File: src/cit_consts.svh
// Offsets, field positions, reset values and counts of the global register bank.
`ifndef CIT_CONSTS_SVH
`define CIT_CONSTS_SVH
`define CIT_OFS_CHIP_ID_LO   8'h04
`define CIT_OFS_CHIP_ID_HI   8'h05
`define CIT_OFS_SPEED_GRADE  8'h06
`define CIT_OFS_CORE_SEL     8'h08
`define CIT_OFS_SCRATCH      8'h0a
`define CIT_OFS_IF_REV       8'h0b
`define CIT_OFS_MAKER_LO     8'h0c
`define CIT_OFS_MAKER_HI     8'h0d
`define CIT_OFS_STROBE       8'h0f
`define CIT_BIT_CORE_A       0
`define CIT_BIT_CORE_B       1
`define CIT_BIT_STROBE       0
`define CIT_SPEED_LSB        4
`define CIT_RST_CORE_SEL     2'h3
`define CIT_RST_SCRATCH      8'h00
`define CIT_RST_SPEED        4'h0
`define CIT_COPY_CYCLES      4
`endif

File: src/cit_pkg.sv
// Types shared by the global register bank files.
`default_nettype none
package cit_pkg;
  // Copy sequencer states, Gray coded along the path.
  typedef enum logic [1:0]
  {
    CIT_IDLE = 2'b00,
    CIT_COPY = 2'b01,
    CIT_DONE = 2'b11
  } cit_copy_state_t;
endpackage : cit_pkg
`default_nettype wire

File: src/cit_shadow_bank.sv
// Master and slave copy store for shadowed settings.
`timescale 1ns/100ps
`default_nettype none
module cit_shadow_bank #(
  parameter int WIDTH = 32,
  parameter int DEPTH = 8,
  parameter int AW    = 3
) (
  input  wire logic             clk_sys,
  input  wire logic             arst_n,
  input  wire logic             mst_we,
  input  wire logic [AW-1:0]    mst_addr,
  input  wire logic [WIDTH-1:0] mst_wdata,
  input  wire logic             copy_en,
  input  wire logic [AW-1:0]    copy_addr,
  input  wire logic [AW-1:0]    slv_addr,
  output logic      [WIDTH-1:0] slv_rdata
);
  // Refuse an address width that cannot reach every entry.
  if ((1 << AW) < DEPTH) begin : g_chk
    $error("cit_shadow_bank: AW too small for DEPTH");
  end
  logic [WIDTH-1:0] mst_mem [DEPTH];   // Staged values software writes.
  logic [WIDTH-1:0] slv_mem [DEPTH];   // Active values the datapath uses.
  logic [WIDTH-1:0] rd_q;              // Registered read data.

  // Master writes, slave loads only on copy, read data registered.
  always_ff @(posedge clk_sys or negedge arst_n)
  begin
    if (!arst_n)
    begin
      rd_q <= '0;
    end
    else
    begin
      rd_q <= slv_mem[slv_addr];
    end
  end

  // Memory arrays carry no reset.
  always_ff @(posedge clk_sys)
  begin
    if (mst_we)
    begin
      mst_mem[mst_addr] <= mst_wdata;
    end
    if (copy_en)
    begin
      slv_mem[copy_addr] <= mst_mem[copy_addr]; // [RQ7]
    end
  end

  assign slv_rdata = rd_q;
endmodule : cit_shadow_bank
`default_nettype wire

File: src/cit_global_regs.sv
// Global register bank: identity, core select, scratch and copy strobe.
//
// What this block does
// [RQ1] Core select bit 1 gates core B.
// [RQ2] Core select bit 0 gates core A.
// [RQ3] Free eight-bit scratch register, read back.
// [RQ4] Strobe loads mixer phase settings in sync mode.
// [RQ5] Strobe also loads filter coefficients.
// [RQ6] Strobe clears itself after copy completes.
// [RQ7] Slave copies change only on strobe write.
// [RQ8] Identity registers fixed; writes ignored.
`timescale 1ns/100ps
`default_nettype none
`include "cit_consts.svh"
module cit_global_regs #(
  parameter logic [7:0] CHIP_ID_LO  = 8'h5a, // Arbitrary value.
  parameter logic [7:0] CHIP_ID_HI  = 8'h00, // Arbitrary value.
  parameter logic [7:0] IF_REV      = 8'h02, // Arbitrary value.
  parameter logic [7:0] MAKER_LO    = 8'h3c, // Arbitrary value.
  parameter logic [7:0] MAKER_HI    = 8'h07, // Arbitrary value.
  parameter logic [3:0] SPEED_GRADE = `CIT_RST_SPEED,
  parameter int         COEF_DEPTH  = 8,
  parameter int         COEF_AW     = 3
) (
  input  wire logic               clk_sys,
  input  wire logic               arst_n,
  input  wire logic               reg_wr,
  input  wire logic               reg_rd,
  input  wire logic [7:0]         reg_addr,
  input  wire logic [7:0]         reg_wdata,
  output logic      [7:0]         reg_rdata,
  input  wire logic               cmd_valid,
  output logic                    core_a_cmd,
  output logic                    core_b_cmd,
  input  wire logic               mixer_phase_sync_mode,
  output logic                    mixer_phase_load,
  input  wire logic               filt_mst_we,
  input  wire logic [COEF_AW-1:0] filt_mst_addr,
  input  wire logic [31:0]        filt_mst_wdata,
  input  wire logic [COEF_AW-1:0] filt_slv_addr,
  output logic      [31:0]        programmable_filter_coef
);
  // Refuse a coefficient store the address cannot cover.
  // A zero depth would leave the copy walk without a last word to stop on.
  if (COEF_DEPTH < 1 || (1 << COEF_AW) < COEF_DEPTH) begin : g_chk
    $error("cit_global_regs: bad COEF_DEPTH or COEF_AW");
  end

  // Index of the final coefficient word of a copy walk.
  localparam logic [COEF_AW-1:0] LAST = COEF_AW'(COEF_DEPTH - 1);

  // Returns true when a write hits the given offset.
  // Shared by every write decode so the offsets match exactly.
  function automatic logic hit(input logic [7:0] a, input logic [7:0] o);
    hit = (a == o);
  endfunction : hit

  // Software-visible state and its next values.
  logic [1:0]              core_sel_q;   // Per-core command gates.
  logic [1:0]              core_sel_d;
  logic [7:0]              scratch_q;    // Debug scratch byte.
  logic [7:0]              scratch_d;
  logic [7:0]              rdata_q;      // Registered read data.
  logic [7:0]              rdata_d;
  // Command pulses toward the two cores, one cycle after the command.
  logic                    core_a_q;     // Registered core A gate pulse.
  logic                    core_b_q;     // Registered core B gate pulse.
  logic                    mix_load_q;   // Phase load pulse.
  logic                    mix_load_d;
  // Copy sequencer, its word index and the flags derived from it.
  cit_pkg::cit_copy_state_t st_q;        // Copy sequencer state.
  cit_pkg::cit_copy_state_t st_d;
  logic [COEF_AW-1:0]      idx_q;        // Coefficient copy index.
  logic [COEF_AW-1:0]      idx_d;
  logic                    strobe;       // Strobe bit as seen by reads.
  logic                    copy_en;      // Copy one coefficient word.

  // Strobe reads 1 from the write until the copy is done.
  // Deriving the flag from the state means it can never be left set.
  assign strobe  = (st_q != cit_pkg::CIT_IDLE); // [RQ6]
  assign copy_en = (st_q == cit_pkg::CIT_COPY); // [RQ5]

  // Next values of the writable registers and the sequencer.
  always_comb
  begin
    // Every value but the phase load holds unless a write or the sequencer moves it.
    core_sel_d = core_sel_q;
    scratch_d  = scratch_q;
    st_d       = st_q;
    idx_d      = idx_q;
    // The phase load is a one-cycle pulse, so it defaults low.
    mix_load_d = 1'b0;
    if (reg_wr && hit(reg_addr, `CIT_OFS_CORE_SEL))
    begin
      // Only the two gate bits are stored; the reserved bits read zero.
      core_sel_d = reg_wdata[1:0]; // [RQ1] [RQ2]
    end
    if (reg_wr && hit(reg_addr, `CIT_OFS_SCRATCH))
    begin
      // The scratch byte feeds nothing but the read multiplexer.
      scratch_d = reg_wdata; // [RQ3]
    end
    // Identity offsets have no write path at all. [RQ8]
    // Unmapped offsets have none either, so such writes vanish.
    case (st_q)
      cit_pkg::CIT_IDLE:
      begin
        // A write of 1 starts the master-to-slave copy.
        // A write of 0 leaves the bank as it is.
        // The phase load follows the mode bit as it stands at that write.
        if (reg_wr && hit(reg_addr, `CIT_OFS_STROBE)
            && reg_wdata[`CIT_BIT_STROBE])
        begin
          st_d       = cit_pkg::CIT_COPY; // [RQ7]
          idx_d      = '0;
          mix_load_d = mixer_phase_sync_mode; // [RQ4]
        end
      end
      cit_pkg::CIT_COPY:
      begin
        // Walk every coefficient word once.
        // Each cycle here copies the word at the current index.
        // A strobe write now is ignored; the copy already runs.
        if (idx_q == LAST)
        begin
          st_d = cit_pkg::CIT_DONE;
        end
        else
        begin
          idx_d = idx_q + 1'b1;
        end
      end
      cit_pkg::CIT_DONE:
      begin
        // Last word is now settled, so the strobe may clear.
        // Polling software thus sees 1 until the whole set is active.
        st_d = cit_pkg::CIT_IDLE; // [RQ6]
      end
      default:
      begin
        // An unused code falls back to idle instead of hanging busy.
        st_d = cit_pkg::CIT_IDLE;
      end
    endcase
  end

  // Read data multiplexer; unmapped offsets read zero.
  always_comb
  begin
    // Read data is captured on the read strobe and then held,
    // so a slow host may fetch it at any later time.
    rdata_d = rdata_q;
    if (reg_rd)
    begin
      case (reg_addr)
        `CIT_OFS_CHIP_ID_LO:  rdata_d = CHIP_ID_LO; // [RQ8]
        `CIT_OFS_CHIP_ID_HI:  rdata_d = CHIP_ID_HI;
        `CIT_OFS_SPEED_GRADE: rdata_d = {SPEED_GRADE, 4'h0};
        `CIT_OFS_CORE_SEL:    rdata_d = {6'h00, core_sel_q};
        `CIT_OFS_SCRATCH:     rdata_d = scratch_q; // [RQ3]
        `CIT_OFS_IF_REV:      rdata_d = IF_REV;
        `CIT_OFS_MAKER_LO:    rdata_d = MAKER_LO;
        `CIT_OFS_MAKER_HI:    rdata_d = MAKER_HI;
        `CIT_OFS_STROBE:      rdata_d = {7'h00, strobe}; // [RQ6]
        default:              rdata_d = 8'h00;
      endcase
    end
  end

  // Register all state; core gates act on each command pulse.
  // The gates use the select bits as they stand at the command edge,
  // so a select write and a command in one cycle use the old selection.
  // Reset puts every register to its reset value at once.
  always_ff @(posedge clk_sys or negedge arst_n)
  begin
    if (!arst_n)
    begin
      core_sel_q <= `CIT_RST_CORE_SEL;
      scratch_q  <= `CIT_RST_SCRATCH;
      rdata_q    <= 8'h00;
      core_a_q   <= 1'b0;
      core_b_q   <= 1'b0;
      mix_load_q <= 1'b0;
      st_q       <= cit_pkg::CIT_IDLE;
      idx_q      <= '0;
    end
    else
    begin
      core_sel_q <= core_sel_d;
      scratch_q  <= scratch_d;
      rdata_q    <= rdata_d;
      core_a_q   <= cmd_valid & core_sel_q[`CIT_BIT_CORE_A]; // [RQ2]
      core_b_q   <= cmd_valid & core_sel_q[`CIT_BIT_CORE_B]; // [RQ1]
      mix_load_q <= mix_load_d;
      st_q       <= st_d;
      idx_q      <= idx_d;
    end
  end

  // Outputs come straight from registers, with no logic after them.
  assign reg_rdata        = rdata_q;
  assign core_a_cmd       = core_a_q;
  assign core_b_cmd       = core_b_q;
  assign mixer_phase_load = mix_load_q;

  // Coefficient masters and slaves; slaves change only during copy.
  // The active word reaches the filter one cycle after its address.
  cit_shadow_bank #(
    .WIDTH (32),
    .DEPTH (COEF_DEPTH),
    .AW    (COEF_AW)
  ) u_coef (
    .clk_sys   (clk_sys),
    .arst_n    (arst_n),
    .mst_we    (filt_mst_we),
    .mst_addr  (filt_mst_addr),
    .mst_wdata (filt_mst_wdata),
    .copy_en   (copy_en),
    .copy_addr (idx_q),
    .slv_addr  (filt_slv_addr),
    .slv_rdata (programmable_filter_coef)
  );
endmodule : cit_global_regs
`default_nettype wire

File: config.mk
export PLATFORM = sky130hd
export DESIGN_NAME = cit_global_regs
export DESIGN_NICKNAME = d
export VERILOG_FILES = /design/src/cit_pkg.sv /design/src/cit_shadow_bank.sv /design/src/cit_global_regs.sv
export VERILOG_INCLUDE_DIRS = /design/src
export SDC_FILE = /design/constraint.sdc
export NUM_CORES = 1
export LEC_CHECK = 0
export ABC_AREA = 1
export BUFFER_PORTS_ARGS = -buffer_cell sky130_fd_sc_hd__buf_2
export CAP_MARGIN = 20
export CORE_ASPECT_RATIO = 1.5
export CORE_MARGIN = 3
export CORE_UTILIZATION = 65
export DETAILED_ROUTE_END_ITERATION = 7
export PLACE_DENSITY = 0.84
export SYNTH_ARGS = -nofsm -noshare
export SYNTH_HDL_FRONTEND = slang
export SYNTH_SLANG_ARGS = --single-unit
File: constraint.sdc
create_clock -name clk_sys -period 5.7 [get_ports clk_sys]
set_clock_uncertainty 0.15 [all_clocks]
set_input_delay 0.57 -clock clk_sys [delete_from_list [all_inputs] [get_ports clk_sys]]
set_output_delay 0.57 -clock clk_sys [all_outputs]
set_load 0.01 [all_outputs]
==> reports/results.ini, run 1 <==
[worst_hold_path]
hp-class = primary input to async pin

[detailed_routing]
drc = 0
final_antenna_net_count = 0
wl_per_cell_microns = 21.3
drt_wl_total_microns = 47800
drtPass1Iterations = 5
drtIter0Drc = 1676
viasPerCell = 6.16
via_count = 13801

[placement]
place_ws_ns = 2.23
placed_area_sq_um = 22800
io_buffers = 103
dp_hpwl_microns = 26200
gp_congestion = 0.826

[setup_path]
crit_arrival_ns = 3.11
timing.rr.start = idx_q[0]$_DFFE_PN0P_
cp_num_buf_inv = 3
path_class = register to register
cp_slowest_stage_delay_ns = 0.70
r2r_setup_slack_ns = 2.61
cp_slowest_cell = dfrtp_4
timing.rr.end = u_coef.slv_mem[7][18]$_DFFE_PP_
cp_cell_sequence = clkinv_2 > buf_12 > buf_4 > nor2_1 > nor2_1 > o21ai_0 > o2111ai_1
reg2reg_depth = 7
required_ns = 5.72
path_depth = 7
cp-end-kind = register
cp_common_cell = nor2_1
worstSetupStartpointType = register
crit_fanout = 56
cpLargestDelayFamily = buffers and inverters

[sta]
tns_ns = 0
tightest_slew_ns = 0.893
slew_headroom_pct = 40.5
setup_ws_ns = 2.61
hold_viol = 0
layout_min_cycle_time_ns = 3.09
finalSetupViolations = 0
maxSlewViolCount = 0
max_freq_mhz = 323
rsz0062_at_grt = no
layout_worst_path_cycle_share_pct = 54.3

[finish]
final_area_sq_um = 24500
fin_nets = 1848
drive_gt1_share_pct = 12.8
area_growth_syn_to_layout_pct = 11.6

[clocking]
post_cts_buffers = 0
cts_tree = done
clockBufferDepth = 3
cts-htree-levels = 2
cts_root_buf = clkbuf_16
cts_made_buffers = 49
clk_latency_ns = 0.56
cts_resized = 0
clock-sinks = 570
hold_buffers = 0
clk_pin_slew_ns = 0.06

[logic_synthesis]
synth_nets = 1758
ys_ff_latch = 570
synth_warnings = 0
avgSynthCellArea_sq_um = 12.9
ys_types = 30
yosysTopAreaCellShare_pct = 70.2
ys_top_cells_by_area = edfxtp_1, nor2_1, dfrtp_1, o21ai_0, nand2_1
yosysTopAreaCell = edfxtp_1
synthCells = 1695
netlist_area_sq_um = 21900
seq_area_frac_synth_pct = 76.8

[pwr]
power_leakage_nw = 8.81
p_per_area_nw_per_um2 = 426
peakVddDrop_uv = 308

[grt]
grt_pass1_wl_microns = 73200
grt_pass1_vias = 13813
grt_max_degree = 129
gr-total-overflow = 0
track_usage_pct = 26.3
grt_antenna_before_repair = 4

[run]
cap_violations = 0

[floorplanning]
rows = 81
io_pins = 104
die_area_sq_um = 36000
core_region_area_sq_um = 32900
die_w_microns = 156
start_util_pct = 66.5
fp.dieH_microns = 231

[outcome]
status = complete, no violations

[cell usage in the layout, fill, tap and decap left out, types with 3 or more instances in the layout]
cell type / synthesis / routed
nand4_1: 4 / 4
dfrtp_1: 56 / 55
nand3_1: 22 / 22
clkbuf_16: 0 / 49
buf_12: 0 / 5
clkinv_2: 0 / 10
o2111ai_1: 31 / 31
bufinv_16: 0 / 7
clkbuf_1: 35 / 10
nor2_1: 438 / 422
o21ai_0: 265 / 265
edfxtp_1: 512 / 512
buf_4: 7 / 22
inv_2: 5 / 4
nor2_4: 1 / 17
inv_6: 1 / 4
nand2_1: 166 / 166
clkinv_1: 0 / 9
buf_2: 27 / 101
inv_1: 28 / 28
a21oi_2: 3 / 3
o21ai_1: 58 / 58
[cell usage after synthesis (all sizes together)]
cell and n:
edfxtp 512, nor2 440, o21ai 325, nand2 169, dfrtp 56, buf 52, clkbuf 38, inv 34
o2111ai 31, nand3 22, a21oi 4, nand4 4, a211oi 2, dfstp 2, ha 2, nor3 2
[state kept, by name (all words and copies together) (netlist names)]
signal / cells
mixer_phase_load: 1
scratch_q: 8
idx_q: 3
st_q: 2
reg_rdata: 8
core_sel_q: 2
u_coef.slv_rdata: 32
u_coef.slv_mem: 256
u_coef.mst_mem: 256
core_b_cmd: 1
core_a_cmd: 1
[stage by stage]
step                hold WS, ns  utilization [%]  instances  power, mW
floorplan                 0.124                -       1695       6.49
global placement          0.307             69.0       2143       6.97
detailed placement        0.312             69.2       2147       7.08
CTS                      0.0525             74.1       2236       10.4
global route             0.0637             74.2       2239       10.8
finish                   0.0237             74.2       2240       10.4
[kinds of logic after synthesis]
family / share of synthesized area (%)
buffers and inverters: 2.90
AND/OR/NAND/NOR: 11.2
AO/OA/AOI/OAI: 8.91
flip-flops: 76.8
adder cells (fa/ha/maj): 0.114
[worst reg2reg max path, stage by stage, from the launching register on]
cell	delay, ns
dfrtp_4	0.70
clkinv_2	0.43
buf_12	0.33
buf_4	0.33
nor2_1	0.18
nor2_1	0.06
o21ai_0	0.14
o2111ai_1	0.40
[layer usage]
layer  routed length [microns]  up-vias  track usage [%]
met2                     24600      753             44.5
met4                      1820        4             12.2
li1                          -     6191                -
met3                      3650      173             4.14
met1                     17700     6680             33.5
met5                        27        -                0
[worst max-delay path by stage]
stage                         startpoint                              end  slack, ns
floorplan           idx_q[0]$_DFFE_PN0P_   u_coef.slv_mem[1][0]$_DFFE_PP_       2.82
global placement    idx_q[0]$_DFFE_PN0P_  u_coef.slv_mem[4][12]$_DFFE_PP_       2.38
detailed placement  idx_q[0]$_DFFE_PN0P_  u_coef.slv_mem[1][15]$_DFFE_PP_       2.23
CTS                 idx_q[0]$_DFFE_PN0P_  u_coef.slv_mem[5][15]$_DFFE_PP_       2.20
global route        idx_q[0]$_DFFE_PN0P_  u_coef.slv_mem[5][15]$_DFFE_PP_       2.41
finish              idx_q[0]$_DFFE_PN0P_  u_coef.slv_mem[7][18]$_DFFE_PP_       2.61
[report_power, final]
part	leakage, nW	total [mW]	switching [mW]	internal (mW)
sequential	5.34	5.30	0.0842	5.21
combinational	2.67	1.77	1.39	0.382
clock	0.792	3.34	1.41	1.93
[cell type report]
| cell class | instances | area (sq um) |
|---|---|---|
| fill | 1835 | 8490 |
| inverter | 34 | 134 |
| timing repair buffer | 129 | 798 |
| clock buffer | 61 | 1290 |
| tap | 415 | 519 |
| multi-input combinational | 1001 | 4560 |
| antenna | 2 | 5.00 |
| sequential | 570 | 16800 |
| clock inverter | 28 | 315 |
(Power assumes the default switching activity.)
==> inputs of run 2 (changes only) <==
ABC_AREA = 0   (was 1)
CORE_UTILIZATION = 55   (was 65)
PLACE_DENSITY = 0.75   (was 0.84)
clock period = 2.5 ns   (was 5.7 ns; I/O delays follow)
==> reports/results.ini, run 2 <==
[clocking]
cts-htree-levels = 2  ; unchanged
cts_resized = 0  ; unchanged
clk_pin_slew_ns = 0.07  ; about the same
cts_made_buffers = 48  ; -2.0%
clock-sinks = 570  ; unchanged
clockBufferDepth = 3  ; unchanged
clk_latency_ns = 0.56  ; about the same
cts_tree = done
cts_root_buf = clkbuf_16
post_cts_buffers = 0  ; unchanged

[worst_hold_path]
min_delay_worst_endpoint = reg_rdata[1]$_DFFE_PN0P_
holdCritStartpoint = reg_addr[3]
hold_depth = 4
hp-class = primary input to register

[floorplanning]
rows = 88  ; +8.6%
io_pins = 104  ; unchanged
die_w_microns = 167  ; +7.4%
core_region_area_sq_um = 38500  ; +17%
die_area_sq_um = 41500  ; +15%
start_util_pct = 55.8  ; -11 points
fp.dieH_microns = 248  ; +7.5%

[grt]
gr-total-overflow = 0  ; unchanged
track_usage_pct = 19.3  ; -6.9 points
grt_antenna_before_repair = 0  ; -4
grt_pass1_vias = 10216  ; -26%
grt_pass1_wl_microns = 61100  ; -17%
grt_max_degree = 65  ; -50%

[setup_path]
reg2reg_depth = 3  ; -4
path_class = primary input to register
required_ns = 2.85  ; -2.87 ns
timing.rr.end = u_coef.slv_mem[5][4]$_DFFE_PP_
crit_fanout = 5  ; -91%
worstSetupStartpointType = primary input
crit_arrival_ns = 2.56  ; -0.55 ns
cp-end-kind = register
timing.rr.start = idx_q[0]$_DFFE_PN0P_
r2r_setup_slack_ns = 0.32  ; -2.29 ns

[sta]
rsz0062_at_grt = no
max_freq_mhz = 452
layout_min_cycle_time_ns = 2.21
finalSetupViolations = 0  ; unchanged
layout_worst_path_cycle_share_pct = 88.5
slew_headroom_pct = 51.8  ; +11 points
tightest_slew_ns = 0.724  ; -0.169 ns
maxSlewViolCount = 0  ; unchanged
hold_viol = 0  ; unchanged
whs_ns = 0.0592  ; +0.0355 ns

[detailed_routing]
wl_per_cell_microns = 24.1  ; +13%
viasPerCell = 5.88  ; -4.6%
drc = 0  ; unchanged
drt_wl_total_microns = 39500  ; -17%
final_antenna_net_count = 0  ; unchanged
drtPass1Iterations = 5  ; unchanged
drtIter0Drc = 689  ; -59%
via_count = 9636  ; -30%

[logic_synthesis]
yosys.cell_count.top_type = edfxtp_1
synth_nets = 978  ; -44%
synth_top_cells_by_count = edfxtp_1, mux4_2, dfrtp_1, mux2_2, mux2_4
ys_ff_latch = 570  ; unchanged
synth_warnings = 0  ; unchanged
ys.flop_type = edfxtp_1
synth_edf_count = 512  ; unchanged
avgSynthCellArea_sq_um = 23.5  ; +82%
synthCells = 915  ; -46%
postSynth.asyncResetShare_pct = 10.2  ; unchanged
yosysTopAreaCellShare_pct = 71.6  ; +1.4 points
seq_area_frac_synth_pct = 78.3  ; +1.5 points
yosysTopAreaCell = edfxtp_1
ys_types = 41  ; +37%
netlist_area_sq_um = 21500  ; -1.9%
ys_top_cells_by_area = edfxtp_1, mux4_2, dfrtp_1, mux2_2, mux2_4

[finish]
final_util_pct = 65.7  ; -8.6 points
register_area_sq_um = 16800  ; about the same
drive_gt1_share_pct = 38.1  ; +25 points
area_growth_syn_to_layout_pct = 17.8
diodes = 0  ; -2
fillCellCount = 2383  ; +30%
final_area_sq_um = 25300  ; +3.5%
fin_nets = 1170  ; -37%
multi_input_area_sq_um = 4510  ; -1.0%
final_cell_mix = edfxtp_1, mux4_2, buf_2, dfrtp_1, dlygate4sd3_1
final_common_cell = edfxtp_1

[run]
cap_violations = 0  ; unchanged

[pwr]
p_per_area_nw_per_um2 = 960  ; +130%
p_total_mw = 24.3  ; +130%
power_leakage_nw = 8.51  ; -3.3%
peakVddDrop_uv = 506  ; +64%

[placement]
gp_congestion = 0.754  ; -8.7%
io_buffers = 103  ; unchanged
placed_area_sq_um = 23100  ; +1.2%
dp_hpwl_microns = 21500  ; -18%

[outcome]
status = complete, no violations

[run 2: cell types whose count changed after synthesis, sizes merged, moves of 31 or more]
cell,before,now
nor2,440,17
nand2,169,12
mux4,0,128
mux2,0,76
o21ai,325,4
o2111ai,31,0
[run 2: cell type report]
cell class | count | share of cell area [%]
sequential | 570 | 66.5
clock buffer | 56 | 4.99
timing repair buffer | 185 | 6.27
multi-input combinational | 293 | 17.8
inverter | 9 | 0.133
tap | 495 | 2.45
clock inverter | 32 | 1.83
[run 2: per-stage QoR]
| step | worst slack, ns | std cells | setup TNS (ns) |
|---|---|---|---|
| 4_1_cts | 0.293 | 1640 | 0 |
| 6_report | 0.288 | 1640 | 0 |
| 3_5_place_dp | 0.296 | 1501 | 0 |
| 2_1_floorplan | -0.509 | 915 | -96.55 |
| 5_1_grt | 0.210 | 1640 | 0 |
| 3_3_place_gp | 0.333 | 1501 | 0 |
[run 2: how the worst max path moves through the flow]
| stage | start | end | slack (ns) | depth (start not counted) |
|---|---|---|---|---|
| final | reg_addr[7] | reg_rdata[6]$_DFFE_PN0P_ | 0.29 | 7 |
| after global placement | idx_q[0]$_DFFE_PN0P_ | u_coef.slv_mem[4][3]$_DFFE_PP_ | 0.33 | 3 |
| after floorplan | idx_q[1]$_DFFE_PN0P_ | u_coef.slv_mem[2][0]$_DFFE_PP_ | -0.51 | 5 |
| after CTS | reg_addr[7] | reg_rdata[6]$_DFFE_PN0P_ | 0.29 | 7 |
| after global routing | idx_q[0]$_DFFE_PN0P_ | u_coef.slv_mem[1][22]$_DFFE_PP_ | 0.21 | 4 |
| after detailed placement | idx_q[0]$_DFFE_PN0P_ | u_coef.slv_mem[2][4]$_DFFE_PP_ | 0.30 | 3 |
[run 2: repair_timing]
item                                   CTS  global route
hold buffers                            51             0
endpoints found under the hold margin  302             0
setup endpoints to repair                0             0
[run 2: kinds of logic (layout without fill, tap and decap cells)]
logic type,Yosys count,in the layout,share of synthesized area [%]
XOR/XNOR,2,2,0.0815
multiplexers,205,205,17.9
AO/OA/AOI/OAI,22,22,0.681
flip-flops,570,570,78.3
adder cells (fa/ha/maj),2,2,0.116
buffers and inverters,52,282,1.32
AND/OR/NAND/NOR,62,62,1.58
[run 2: layer usage]
| metal | track usage [%] | part of all wire (%) | wire length [microns] |
|---|---|---|---|
| met3 | 3.10 | 5.2 | 2040 |
| met5 | 0 | 0 | 0 |
| met2 | 33.3 | 53 | 20800 |
| met1 | 25.7 | 39 | 15600 |
| met4 | 6.50 | 2.9 | 1140 |
[run 2: where the power goes]
| part | total, mW | internal (mW) | switching [mW] |
|---|---|---|---|
| Clock | 8.08 | 4.86 | 3.22 |
| Sequential | 11.9 | 11.7 | 0.249 |
| Combinational | 4.28 | 2.10 | 2.19 |
| Total | 24.3 | 18.6 | 5.65 |
[run 2: critical path, stage by stage]
cell and delay [ns]:
dlygate4sd3_1 0.53, buf_2 0.14, nor4_4 0.33, nand3_1 0.19, a211o_1 0.30, o32ai_1 0.25, dlygate4sd3_1 0.58
==> inputs of run 3 (changes only) <==
CORE_MARGIN = 1.5   (was 3)
==> reports/results.ini, run 3 (same netlist as run 2, synthesis figures left out) <==
[floorplanning]
core_region_area_sq_um = 38500  ; unchanged
io_pins = 104  ; unchanged
fp.dieH_microns = 245  ; -1.2%
die_area_sq_um = 40300  ; -3.0%
start_util_pct = 55.8  ; unchanged
rows = 88  ; unchanged
die_w_microns = 164  ; -1.8%

[grt]
grt_antenna_before_repair = 1  ; +1
gr-total-overflow = 0  ; unchanged
grt_max_degree = 65  ; unchanged
grt_pass1_vias = 10276  ; +0.59%
grt_pass1_wl_microns = 59600  ; -2.5%
track_usage_pct = 20.2  ; +0.84 points

[sta]
finalSetupViolations = 0  ; unchanged
rsz0062_at_grt = no
slew_headroom_pct = 41.9  ; -9.9 points
layout_worst_path_cycle_share_pct = 91.0  ; +2.5 points
maxSlewViolCount = 0  ; unchanged
setup_ws_ns = 0.226  ; -0.0620 ns
tightest_slew_ns = 0.872  ; +0.149 ns
max_freq_mhz = 440  ; -2.7%
whs_ns = 0.0657  ; +0.00648 ns
hold_viol = 0  ; unchanged
layout_min_cycle_time_ns = 2.27  ; +0.0620 ns
tns_ns = 0  ; unchanged

[run]
cap_violations = 0  ; unchanged

[setup_path]
cpLargestDelayFamily = multiplexers
crit_arrival_ns = 2.41  ; -0.15 ns
cp_num_buf_inv = 1  ; -2
path_depth = 3  ; -4
worstSetupStartpointType = register
cp_slowest_cell = dfrtp_4
timing.rr.start = idx_q[0]$_DFFE_PN0P_
r2r_setup_slack_ns = 0.23  ; -0.09 ns
cp-end-kind = register
setup.worst_path.end = u_coef.slv_mem[5][28]$_DFFE_PP_
path_class = register to register
crit_fanout = 19  ; +14
timing.rr.end = u_coef.slv_mem[5][28]$_DFFE_PP_
cp_slowest_stage_delay_ns = 0.65  ; +0.07 ns
cp_cell_sequence = buf_4 > mux4_2 > mux2_2
cp-startpoint = idx_q[0]$_DFFE_PN0P_
required_ns = 2.64  ; -0.21 ns
reg2reg_depth = 3  ; unchanged

[detailed_routing]
drtPass1Iterations = 5  ; unchanged
final_antenna_net_count = 0  ; unchanged
drtIter0Drc = 809  ; +17%
wl_per_cell_microns = 23.9  ; -0.88%
drc = 0  ; unchanged
drt_wl_total_microns = 39400  ; -0.28%
viasPerCell = 5.78  ; -1.6%
via_count = 9544  ; -0.95%

[finish]
fin_nets = 1181  ; +0.94%
drive_gt1_share_pct = 37.9  ; -0.21 points
final_common_cell = edfxtp_1
area_growth_syn_to_layout_pct = 16.8
final_util_pct = 65.1  ; -0.56 points
fillCellCount = 2438  ; +2.3%
final_area_sq_um = 25100  ; -0.86%
final_cell_mix = edfxtp_1, mux4_2, buf_2, dfrtp_1, dlygate4sd3_1
finalNonFillerCells = 1650  ; +0.61%

[placement]
dp_hpwl_microns = 22400  ; +4.3%
io_buffers = 103  ; unchanged
dp.cells = 1512  ; +0.73%
place_ws_ns = 0.225  ; -0.0706 ns
placed_area_sq_um = 23100  ; +0.25%
gp_congestion = 0.758  ; +0.58%

[outcome]
status = complete, no violations

[clocking]
cts_tree = done
clk_pin_slew_ns = 0.07  ; about the same
clock-sinks = 570  ; unchanged
cts_root_buf = clkbuf_16
cts_made_buffers = 47  ; -2.1%
post_cts_buffers = 0  ; unchanged
cts-htree-levels = 2  ; unchanged
clk_latency_ns = 0.56  ; about the same
clockBufferDepth = 3  ; unchanged

[pwr]
p_per_area_nw_per_um2 = 919  ; -4.3%
p_total_mw = 23.1  ; -5.1%
peakVddDrop_uv = 539  ; +6.5%
power_leakage_nw = 8.43  ; -0.90%

[worst_hold_path]
hp-class = primary input to register
holdCritStartpoint = reg_addr[7]
hold_depth = 4  ; unchanged

## run 3: cell types whose count changed in the layout (fill, tap and decap cells not counted), sizes merged
cell	previous run	this run
buf	134	145
bufinv	12	1
clkbuf	56	61
clkinv	16	21
clkinvlp	3	2
diode	0	1
dlygate4sd3	51	52
inv	10	9
## run 3: routing by layer
layer | share of wire (%) | global-route usage, % | vias up | wire length, microns
li1 | - | - | 4199 | -
met1 | 39 | 25.7 | 4996 | 15500
met2 | 54 | 36.0 | 296 | 21300
met3 | 4.8 | 2.94 | 53 | 1890
met4 | 2.0 | 5.88 | 0 | 794
met5 | 0 | 0 | - | 0
## run 3: area by class of cell
type                       instances  area (sq um)  share of cell area (%)
sequential                       570         16800                    67.1
multi-input combinational        293          4510                    18.0
timing repair buffer             197          1650                    6.59
clock buffer                      61          1300                    5.19
tap                              495           619                    2.47
clock inverter                    24           136                   0.544
inverter                           9          33.8                   0.135
antenna                            1          2.50                 0.00997
## run 3: worst min-delay path by stage
stage	end	slack, ns
floorplan	core_a_cmd$_DFF_PN0_	-0.20
global placement	core_a_cmd$_DFF_PN0_	0.24
detailed placement	core_a_cmd$_DFF_PN0_	0.26
CTS	reg_rdata[2]$_DFFE_PN0P_	0.04
global route	core_sel_q[0]$_DFFE_PN1P_	0.07
finish	core_sel_q[0]$_DFFE_PN1P_	0.07
## run 3: worst register-to-register path, delay by kind of cell, from the launching register on
kind                   cells  cell delay (ns)
muxes                      2             0.87
DFF                        1             0.65
buffers and inverters      1             0.32
## run 3: what timing repair did
action / 4_1_cts / 5_1_grt
endpoints found under the hold margin: 307 / 0
gates resized for setup: 0 / 0
hold buffers: 52 / 0
## run 3: report_power, final
group          total [mW]  internal (mW)  switching (mW)
Clock                6.87           3.77            3.10
Sequential           11.9           11.7           0.252
Combinational        4.25           2.07            2.17
Total                23.1           17.5            5.53
